### config.mk
export PLATFORM = sky130hd
export DESIGN_NAME = ctm_timer
export DESIGN_NICKNAME = d
export VERILOG_FILES = /design/src/core/ctm_pkg.sv /design/src/core/ctm_timer.sv
export SDC_FILE = /design/constraint.sdc
export NUM_CORES = 1
export LEC_CHECK = 0
export BUFFER_PORTS_ARGS = -buffer_cell sky130_fd_sc_hd__buf_2
export CORE_UTILIZATION = 53
export DETAILED_ROUTE_END_ITERATION = 6
export PLACE_DENSITY = 0.8
export SLEW_MARGIN = 20
export SYNTH_ARGS = -nofsm -noshare
export SYNTH_HDL_FRONTEND = slang
export SYNTH_SLANG_ARGS = --single-unit
export TNS_END_PERCENT = 30
### constraint.sdc
create_clock -name hclk -period 2.8 [get_ports hclk]
set_input_delay 0.28 -clock hclk [delete_from_list [all_inputs] [get_ports hclk]]
set_output_delay 0.28 -clock hclk [all_outputs]
set_load 0.03 [all_outputs]
### src/core/ctm_pkg.sv
// Package: register map, field positions and constants for the compact timer
package ctm_pkg;
  // ---------------------------------------------------------------------------
  // Register byte offsets
  // ---------------------------------------------------------------------------
  localparam logic [7:0] CTM_OFF_CTRL0  = 8'h00;
  localparam logic [7:0] CTM_OFF_CTRL1  = 8'h04;
  localparam logic [7:0] CTM_OFF_COUNT  = 8'h08;
  localparam logic [7:0] CTM_OFF_CMPA   = 8'h0C;
  localparam logic [7:0] CTM_OFF_CMPP   = 8'h10;
  localparam logic [7:0] CTM_OFF_FLAGS  = 8'h14;

  // ---------------------------------------------------------------------------
  // Field positions
  // ---------------------------------------------------------------------------
  localparam int CTM_ON_BIT      = 3;
  localparam int CTM_MODE_HI     = 7;
  localparam int CTM_MODE_LO     = 6;
  localparam int CTM_IO_HI       = 5;
  localparam int CTM_IO_LO       = 4;
  localparam int CTM_OC_BIT      = 3;
  localparam int CTM_POL_BIT     = 2;
  localparam int CTM_DPX_BIT     = 1;
  localparam int CTM_CCLR_BIT    = 0;
  localparam int CTM_FLAG_A_BIT  = 0;
  localparam int CTM_FLAG_P_BIT  = 1;

  // ---------------------------------------------------------------------------
  // Widths and reset values
  // ---------------------------------------------------------------------------
  localparam int          CTM_CNT_W     = 10;
  localparam logic [7:0]  CTM_CTRL_RST  = 8'h00;
  localparam logic [9:0]  CTM_CMP_RST   = 10'h000;
  localparam logic [9:0]  CTM_CNT_MAX   = 10'h3FF;
  localparam logic [2:0]  CTM_CMPP_RST  = 3'h0;

  // Mode field encodings
  typedef enum logic [1:0] {
    CTM_MODE_CMP = 2'b00,
    CTM_MODE_RSV = 2'b01,
    CTM_MODE_PWM = 2'b10,
    CTM_MODE_TMR = 2'b11
  } ctm_mode_t;

  // Output function encodings
  localparam logic [1:0] CTM_IO_NONE   = 2'b00;
  localparam logic [1:0] CTM_IO_LOW    = 2'b01;
  localparam logic [1:0] CTM_IO_HIGH   = 2'b10;
  localparam logic [1:0] CTM_IO_TOGGLE = 2'b11;
  localparam logic [1:0] CTM_PWM_INACT = 2'b00;
  localparam logic [1:0] CTM_PWM_ACT   = 2'b01;
  localparam logic [1:0] CTM_PWM_WAVE  = 2'b10;

  // Bus transfer state, one-hot
  typedef enum logic [1:0] {
    CTM_BUS_IDLE = 2'b01,
    CTM_BUS_DATA = 2'b10
  } ctm_bus_t;
endpackage : ctm_pkg

### src/core/ctm_timer.sv
// Compact 10-bit timer with compare, timer/counter and PWM modes, AHB-Lite slave
`timescale 1ns/10ps
`default_nettype none
module ctm_timer
  import ctm_pkg::*;
(
  input  wire logic        hclk,
  input  wire logic        hresetn,
  input  wire logic        hsel,
  input  wire logic [31:0] haddr,
  input  wire logic [1:0]  htrans,
  input  wire logic        hwrite,
  input  wire logic [2:0]  hsize,
  input  wire logic [31:0] hwdata,
  input  wire logic        hready,
  output logic      [31:0] hrdata,
  output logic             hreadyout,
  output logic             hresp,
  input  wire logic        count_tick,
  output logic             timer_out,
  output logic             timer_out_en,
  output logic             compare_a_match_flag,
  output logic             period_match_flag
);
  import ctm_pkg::*;

  // ---------------------------------------------------------------------------
  // Registers
  // ---------------------------------------------------------------------------
  // Word map seen by software; fields sit in the low bits, the rest read zero:
  //   CTRL0  bit 3 on bit; a low-to-high change restarts the counter
  //   CTRL1  7:6 mode, 5:4 output function, 3 initial or active level,
  //          2 polarity, 1 period/duty swap, 0 clear select
  //   COUNT  10-bit counter, read only
  //   CMPA   10-bit compare A value
  //   CMPP   3-bit period code, compared against counter bits 9..7
  //   FLAGS  bit 0 compare A match, bit 1 period match; write 1 to clear
  // Mode, output function and swap should change only while stopped: a
  // change while running acts at once and may cut a PWM period short.
  logic              timer_on_bit;
  logic [7:0]        compact_timer_control_one;
  logic [9:0]        compare_a_value;
  logic [2:0]        period_compare_value;
  logic [9:0]        count;
  logic              on_prev;
  logic              pin_level;
  logic              pwm_active;
  ctm_bus_t          bus_state;
  logic [7:0]        wr_addr;
  logic              wr_pend;

  // Control field views
  // Names for the control byte's fields; they change only when software writes
  ctm_mode_t         mode;
  logic [1:0]        output_function;
  logic              output_initial_level;
  logic              output_polarity_invert;
  logic              period_duty_swap;
  logic              counter_clear_select;

  assign mode                   = ctm_mode_t'(compact_timer_control_one[CTM_MODE_HI:CTM_MODE_LO]);
  assign output_function        = compact_timer_control_one[CTM_IO_HI:CTM_IO_LO];
  assign output_initial_level   = compact_timer_control_one[CTM_OC_BIT];
  assign output_polarity_invert = compact_timer_control_one[CTM_POL_BIT];
  assign period_duty_swap       = compact_timer_control_one[CTM_DPX_BIT];
  assign counter_clear_select   = compact_timer_control_one[CTM_CCLR_BIT];

  // ---------------------------------------------------------------------------
  // Bus slave: one wait-free data phase, always OKAY
  // ---------------------------------------------------------------------------
  logic take;
  logic bus_wr;

  // Only NONSEQ or SEQ with the bus ready opens a transfer; IDLE and BUSY
  // are ignored, and hsize is not checked since every register is one word.
  // No transfer ever waits, so hreadyout stays high
  assign take      = hsel && hready && htrans[1];
  assign hreadyout = 1'b1;
  assign hresp     = 1'b0;
  assign bus_wr    = wr_pend;

  // Address phase capture; the write itself lands one cycle later,
  // when hwdata stands in the data phase
  always_ff @(posedge hclk or negedge hresetn) begin
    if (!hresetn) begin
      bus_state <= CTM_BUS_IDLE;
      wr_addr   <= 8'h00;
      wr_pend   <= 1'b0;
    end else begin
      wr_pend <= take && hwrite;
      if (take) begin
        wr_addr   <= haddr[7:0];
        bus_state <= CTM_BUS_DATA;
      end else begin
        bus_state <= CTM_BUS_IDLE;
      end
    end
  end

  // Read data registered at the address phase
  // Unmapped offsets read as zero; a write leaves hrdata untouched
  always_ff @(posedge hclk or negedge hresetn) begin
    if (!hresetn) begin
      hrdata <= 32'h0000_0000;
    end else if (take && !hwrite) begin
      case (haddr[7:0])
        CTM_OFF_CTRL0: hrdata <= {28'h0000000, timer_on_bit, 3'h0};
        CTM_OFF_CTRL1: hrdata <= {24'h000000, compact_timer_control_one};
        CTM_OFF_COUNT: hrdata <= {22'h000000, count};
        CTM_OFF_CMPA:  hrdata <= {22'h000000, compare_a_value};
        CTM_OFF_CMPP:  hrdata <= {29'h00000000, period_compare_value};
        CTM_OFF_FLAGS: hrdata <= {30'h00000000, period_match_flag, compare_a_match_flag};
        default:       hrdata <= 32'h0000_0000;
      endcase
    end
  end

  // Software-written registers
  // Writes land in the data phase, one cycle after the address was taken;
  // bits above each field are dropped and no error response is ever given
  always_ff @(posedge hclk or negedge hresetn) begin
    if (!hresetn) begin
      timer_on_bit              <= 1'b0;
      compact_timer_control_one <= CTM_CTRL_RST;
      compare_a_value           <= CTM_CMP_RST;
      period_compare_value      <= CTM_CMPP_RST;
    end else if (bus_wr && bus_state == CTM_BUS_DATA) begin
      case (wr_addr)
        CTM_OFF_CTRL0: timer_on_bit              <= hwdata[CTM_ON_BIT];
        CTM_OFF_CTRL1: compact_timer_control_one <= hwdata[7:0];
        CTM_OFF_CMPA:  compare_a_value           <= hwdata[9:0];
        CTM_OFF_CMPP:  period_compare_value      <= hwdata[2:0];
        default:       ;
      endcase
    end
  end

  // ---------------------------------------------------------------------------
  // Comparators and clear selection
  // ---------------------------------------------------------------------------
  logic       on_rise;
  logic       at_max;
  logic       match_a;
  logic       match_p;
  logic       clear_now;
  logic       is_pwm;
  logic [10:0] period_len;
  logic [10:0] duty_len;
  logic [10:0] code_len;
  logic [10:0] a_len;

  // Start edge, mode decode and the top-count detector
  assign on_rise = timer_on_bit && !on_prev;
  assign is_pwm  = (mode == CTM_MODE_PWM);
  assign at_max  = (count == CTM_CNT_MAX);

  // Period match on the last count before code times 128, so that the
  // clear makes the period exactly that many counts; code zero matches
  // only at the full-count wrap
  assign match_p = timer_on_bit && count_tick && (period_compare_value == CTM_CMPP_RST ? at_max
                   : (count[9:7] == period_compare_value - 3'h1 && count[6:0] == 7'h7F));
  // Compare A matches the same way, one count early; a zero value never matches
  assign match_a = timer_on_bit && count_tick && (compare_a_value == CTM_CMP_RST ? 1'b0
                   : (count == compare_a_value - 10'h001));

  // Lengths in counts, code zero meaning 1024
  // Lengths are 11 bits wide so that 1024 fits; the swap bit decides which
  // of the two is the period
  assign code_len = {(period_compare_value == CTM_CMPP_RST), period_compare_value, 7'h00};
  assign a_len    = {1'b0, compare_a_value};
  assign period_len = period_duty_swap ? a_len : code_len;
  assign duty_len   = period_duty_swap ? code_len : a_len;

  // Clear source: swap bit in PWM, clear select elsewhere
  // The counter also wraps at its top value whatever the source
  always_comb begin
    if (is_pwm) begin
      clear_now = period_duty_swap ? match_a : match_p;
    end else if (counter_clear_select) begin
      clear_now = match_a;
    end else begin
      clear_now = match_p;
    end
    if (timer_on_bit && count_tick && at_max) begin
      clear_now = 1'b1;
    end
  end

  // ---------------------------------------------------------------------------
  // Counter
  // ---------------------------------------------------------------------------
  // Previous on bit for the start edge; it resets to the off level so that
  // no false start follows reset
  always_ff @(posedge hclk or negedge hresetn) begin
    if (!hresetn) begin
      on_prev <= 1'b0;
    end else begin
      on_prev <= timer_on_bit;
    end
  end

  // Count up on each tick; a start or a clear returns to zero, and a stop
  // holds the value for software to read
  always_ff @(posedge hclk or negedge hresetn) begin
    if (!hresetn) begin
      count <= 10'h000;
    end else begin
      if (on_rise) begin
        count <= 10'h000;
      end else if (clear_now) begin
        count <= 10'h000;
      end else if (timer_on_bit && count_tick) begin
        count <= count + 10'h001;
      end
    end
  end

  // ---------------------------------------------------------------------------
  // Match flags, sticky; set wins over a software clear
  // ---------------------------------------------------------------------------
  logic clr_a;
  logic clr_p;

  assign clr_a = bus_wr && wr_addr == CTM_OFF_FLAGS && hwdata[CTM_FLAG_A_BIT];
  assign clr_p = bus_wr && wr_addr == CTM_OFF_FLAGS && hwdata[CTM_FLAG_P_BIT];

  // Compare A flag
  always_ff @(posedge hclk or negedge hresetn) begin
    if (!hresetn) begin
      compare_a_match_flag <= 1'b0;
    end else if (match_a) begin
      compare_a_match_flag <= 1'b1;
    end else if (clr_a) begin
      compare_a_match_flag <= 1'b0;
    end
  end

  // Period flag; outside PWM it stays low while compare A clears the counter,
  // even when the period code lies below the compare A value
  always_ff @(posedge hclk or negedge hresetn) begin
    if (!hresetn) begin
      period_match_flag <= 1'b0;
    end else if (match_p && (is_pwm || !counter_clear_select)) begin
      period_match_flag <= 1'b1;
    end else if (clr_p) begin
      period_match_flag <= 1'b0;
    end
  end

  // ---------------------------------------------------------------------------
  // Compare output pin level
  // ---------------------------------------------------------------------------
  // Only a compare A match moves the pin, and only in compare mode; the
  // start edge wins over a match in the same cycle
  always_ff @(posedge hclk or negedge hresetn) begin
    if (!hresetn) begin
      pin_level <= 1'b0;
    end else if (on_rise) begin
      pin_level <= output_initial_level;
    end else if (match_a && mode == CTM_MODE_CMP) begin
      case (output_function)
        CTM_IO_LOW:    pin_level <= 1'b0;
        CTM_IO_HIGH:   pin_level <= 1'b1;
        CTM_IO_TOGGLE: pin_level <= !pin_level;
        default:       pin_level <= pin_level;
      endcase
    end
  end

  // ---------------------------------------------------------------------------
  // PWM waveform and output stage
  // ---------------------------------------------------------------------------
  // Active while the count is below the duty length; the compare is
  // registered, so the pin trails the counter by two cycles, and it keeps
  // running under a forced level
  always_ff @(posedge hclk or negedge hresetn) begin
    if (!hresetn) begin
      pwm_active <= 1'b0;
    end else begin
      // Duty at or above period stays active the whole period
      pwm_active <= (duty_len >= period_len) || ({1'b0, count} < duty_len);
    end
  end

  logic raw_out;

  // Output function picks the waveform or a forced level in PWM mode;
  // code 11 is undefined and is treated as inactive
  always_comb begin
    raw_out = pin_level;
    if (is_pwm) begin
      case (output_function)
        CTM_PWM_INACT: raw_out = !output_initial_level;
        CTM_PWM_ACT:   raw_out = output_initial_level;
        CTM_PWM_WAVE:  raw_out = pwm_active ? output_initial_level : !output_initial_level;
        default:       raw_out = !output_initial_level;
      endcase
    end
  end

  // Registered pin, polarity applied last so that the inversion also
  // covers the forced levels
  always_ff @(posedge hclk or negedge hresetn) begin
    if (!hresetn) begin
      timer_out <= 1'b0;
    end else begin
      timer_out <= raw_out ^ output_polarity_invert;
    end
  end

  // Pin enable: compare and PWM modes drive the pin, timer/counter mode and
  // the unused mode code leave it free for other functions
  always_ff @(posedge hclk or negedge hresetn) begin
    if (!hresetn) begin
      timer_out_en <= 1'b0;
    end else begin
      timer_out_en <= (mode == CTM_MODE_CMP) || is_pwm;
    end
  end

endmodule // ctm_timer
`default_nettype wire

==> results by group <==
Yosys
  – Top cell type by total area after synthesis: dfrtp_1
  – Most used DFF post-synth: dfrtp_1
  – Synth unique cells: between 60 and 70
  – EDFF count, synth: 0
  – Synth top area share: ~37%
  – Async S/R FF share, synth: 100.0%
  – Yosys warning count: 0
  – Syn Std Cell Area: ~0.0040 mm^2
  – Most frequent cells after synthesis: dfrtp_1 (59), nand2_1 (38), buf_4 (29)
  – Synthesized flop and latch total: 60
  – Sequential area share after synthesis: 37.31%
  – Top cells by area, synth: dfrtp_1 (37%), mux2_2 (7.0%), buf_4 (5.4%)
  – Syn Area/Cell: ~10 um^2
  – Top-count cell post-synth: dfrtp_1
  – Synth Instances: 411

Route
  – WL/cell: 16.76 um
  – 1st-pass router iterations: 6
  – Via/cell ratio: between 5 and 6
  – Via Count: 3,198
  – Residual DRC: 0
  – Detail Route Antenna Nets: 0
  – Total Wirelength: just over 9 mm
  – Initial DRC count: approximately 210

STA
  – Worst-margin pin slew: a little over 800 ps
  – Worst Hold Margin: between 20 and 25 ps
  – Max_slew headroom: a little under half
  – TNS Setup: 0 ps
  – Fin. Hold Viols: 0
  – Fin Clk Skew: 6.533 ps
  – RSZ-0062 raised after global routing: no
  – Slew Viols, Final: 0
  – Fin crit share: about nine tenths
  – Final Critical Period: around 2600 ps
  – Final setup fails: 0
  – Max frequency: a little under 400 MHz

Worst setup path
  – CP Launch Type: register
  – Crit path DAT: about 2800 ps
  – Crit-path cells: inv_1, ha_1, or3b_2, or3_1, o2111ai_1, and2_4, nor4_4, buf_4, nor4_1
  – Worst path max stage delay: around 530 ps
  – Kind of critical path: reg -> reg
  – Critical path peak fanout: 10
  – Worst Setup End Kind: register
  – Worst EP required: 3040 ps
  – CP max-delay cell: or3b_2

Hold path
  – Hold crit path type: in -> async

Global route
  – Global-route wire length before repair: between 10 and 15 mm
  – Vias in the first global route: between 2,000 and 3,000
  – Tot GR Track Use: about a quarter
  – Largest net degree at the start of global routing: 37
  – Initial antenna violation count: 0
  – Gr ovfl total: 0

Power and ir drop
  – Post-layout power: just over 2 mW
  – PD cells: around 480 mW/mm^2
  – Lkg Pwr: between 2 and 2.5 nW
  – Peak VDD IR: about 0.35 mV

Clock network
  – CTS tree: built
  – Clock Tree Root: clkbuf_8
  – Sink Count: 60
  – Num CTS Buffers: 9
  – Htree depth: 3
  – Post-CTS setup buffer count: 0
  – Clock buffer depth: 2
  – # resized after CTS: 0
  – CTS Hold Buffers Added: 0
  – Reg clk slew, reported paths: 70 ps
  – Clock latency on the worst-skew pair: roughly 340 ps

Layout
  – Area occupied by multi-input gates: about 0.0022 mm^2
  – Diodes inserted: 0
  – Filler cells: 639
  – # nets final: approximately 530
  – P&R area growth vs syn: 6.959%
  – Area taken by flip-flops and latches: around 0.0015 mm^2
  – Fraction of layout cells with a size suffix above 1: around 22%

Run status
  – Status: finished clean

Floorplan
  – Die Footprint: between 0.007 and 0.008 mm^2
  – Die width: 89.18 um
  – Die height: between 80 and 90 um
  – IO Count: 113
  – Starting density of the core: between 50% and 60%
  – Cell row count: 31
  – Core area: roughly 0.0073 mm^2

Placed design
  – # port buffers: 38
  – Post-DP HPWL: between 6 and 7 mm
  – Routability cong.: about 0.9

Flow run
  – Max-cap viol count: 0
==> worst max-delay path: cells and delay by family, from the launching register on <==
family	cells	cell delay [ps]
and+or+nand+nor	5	1340
adders and majority gates	1	320
AOI/OAI and AO/OA	1	110
DFF	1	380
buffers and inverters	2	300
==> logic make-up after synthesis <==
| family | after synthesis | share of synthesized area [%] |
|---|---|---|
| and+or+nand+nor | 126 | 17.18 |
| AOI/OAI and AO/OA | 76 | 13.27 |
| buffers and inverters | 67 | 10.75 |
| DFF | 60 | 37.31 |
| muxes | 38 | 10.53 |
| xor gates and xnor gates | 23 | 5.001 |
| adders and majority gates | 19 | 5.778 |
| other | 2 | 0.1865 |
==> layout by cell type, fill, tap and decap left out, drive strengths merged, types with 6 or more instances in the layout <==
| master | n |
|---|---|
| a22oi | 6 |
| buf | 46 |
| clkbuf | 10 |
| conb | 24 |
| dfrtp | 59 |
| ha | 17 |
| inv | 17 |
| mux2 | 25 |
| mux2i | 12 |
| nand2 | 38 |
| nand2b | 11 |
| nand3 | 9 |
| nand4 | 7 |
| nor2 | 16 |
| nor3 | 8 |
| nor4 | 12 |
| o21ai | 24 |
| o31ai | 8 |
| xnor2 | 12 |
| xor2 | 11 |
==> final cells by class <==
cell class | count | share of cell area (%)
Sequential cell | 60 | 34.88
Inverter | 17 | 1.481
Multi-Input combinational cell | 306 | 50.48
Clock inverter | 6 | 1.510
Clock buffer | 10 | 2.963
Timing Repair Buffer | 46 | 5.809
Tap cell | 99 | 2.875
==> power by group <==
part / internal (mW) / total, mW / switching (mW)
Sequential: 0.918 / 0.987 / 0.0689
Combinational: 0.114 / 0.287 / 0.173
Clock: 0.411 / 0.775 / 0.364
==> sequential cells by signal, indices dropped and copies added (netlist names) <==
| register | cells |
|---|---|
| compare_a_value | 10 |
| count | 10 |
| hrdata | 10 |
| compact_timer_control_one | 8 |
| wr_addr | 8 |
| period_compare_value | 3 |
| bus_state | 2 |
| bus_wr | 1 |
| compare_a_match_flag | 1 |
| on_prev | 1 |
| period_match_flag | 1 |
| pin_level | 1 |
| pwm_active | 1 |
| timer_on_bit | 1 |
| timer_out | 1 |
| timer_out_en | 1 |
==> worst paths after layout <==
| kind | start | end | slack, ps | cells after the start |
|---|---|---|---|---|
| hold / removal | hresetn | on_prev | 20 | 1 |
| hold reg to reg | hrdata[5] | hrdata[5] | 480 | 2 |
| setup / recovery | compare_a_value[0] | count[8] | 250 | 9 |
| setup reg to reg | compare_a_value[0] | count[8] | 250 | 9 |
| min in group hclk | hwdata[8] | compare_a_value[8] | 160 | 2 |
| max in group asynchronous | hresetn | count[6] | 2090 | 2 |
==> layer usage <==
metal  routed length, um  track usage (%)  part of all wire [%]  vias up
met5                   0                0                     0        -
met4                 341            12.70                   3.7        0
met3                 511            4.247                   5.6       28
met2                4239            38.10                    47      124
met1                4022            32.72                    44     1564
li1                    -                -                     -     1482
==> stage by stage <==
stage          area, um^2  util (%)  std cells  setup WS, ps
5_1_grt              4308     59.08        544         93.90
3_5_place_dp         4115     56.43        528         285.2
3_3_place_gp         4115     56.43        528         373.2
6_report             4308     59.08        544         245.8
4_1_cts              4308     59.08        544         257.3
2_1_floorplan        4110         -        433         391.2
No activity file was read; power rests on OpenSTA's default activity.
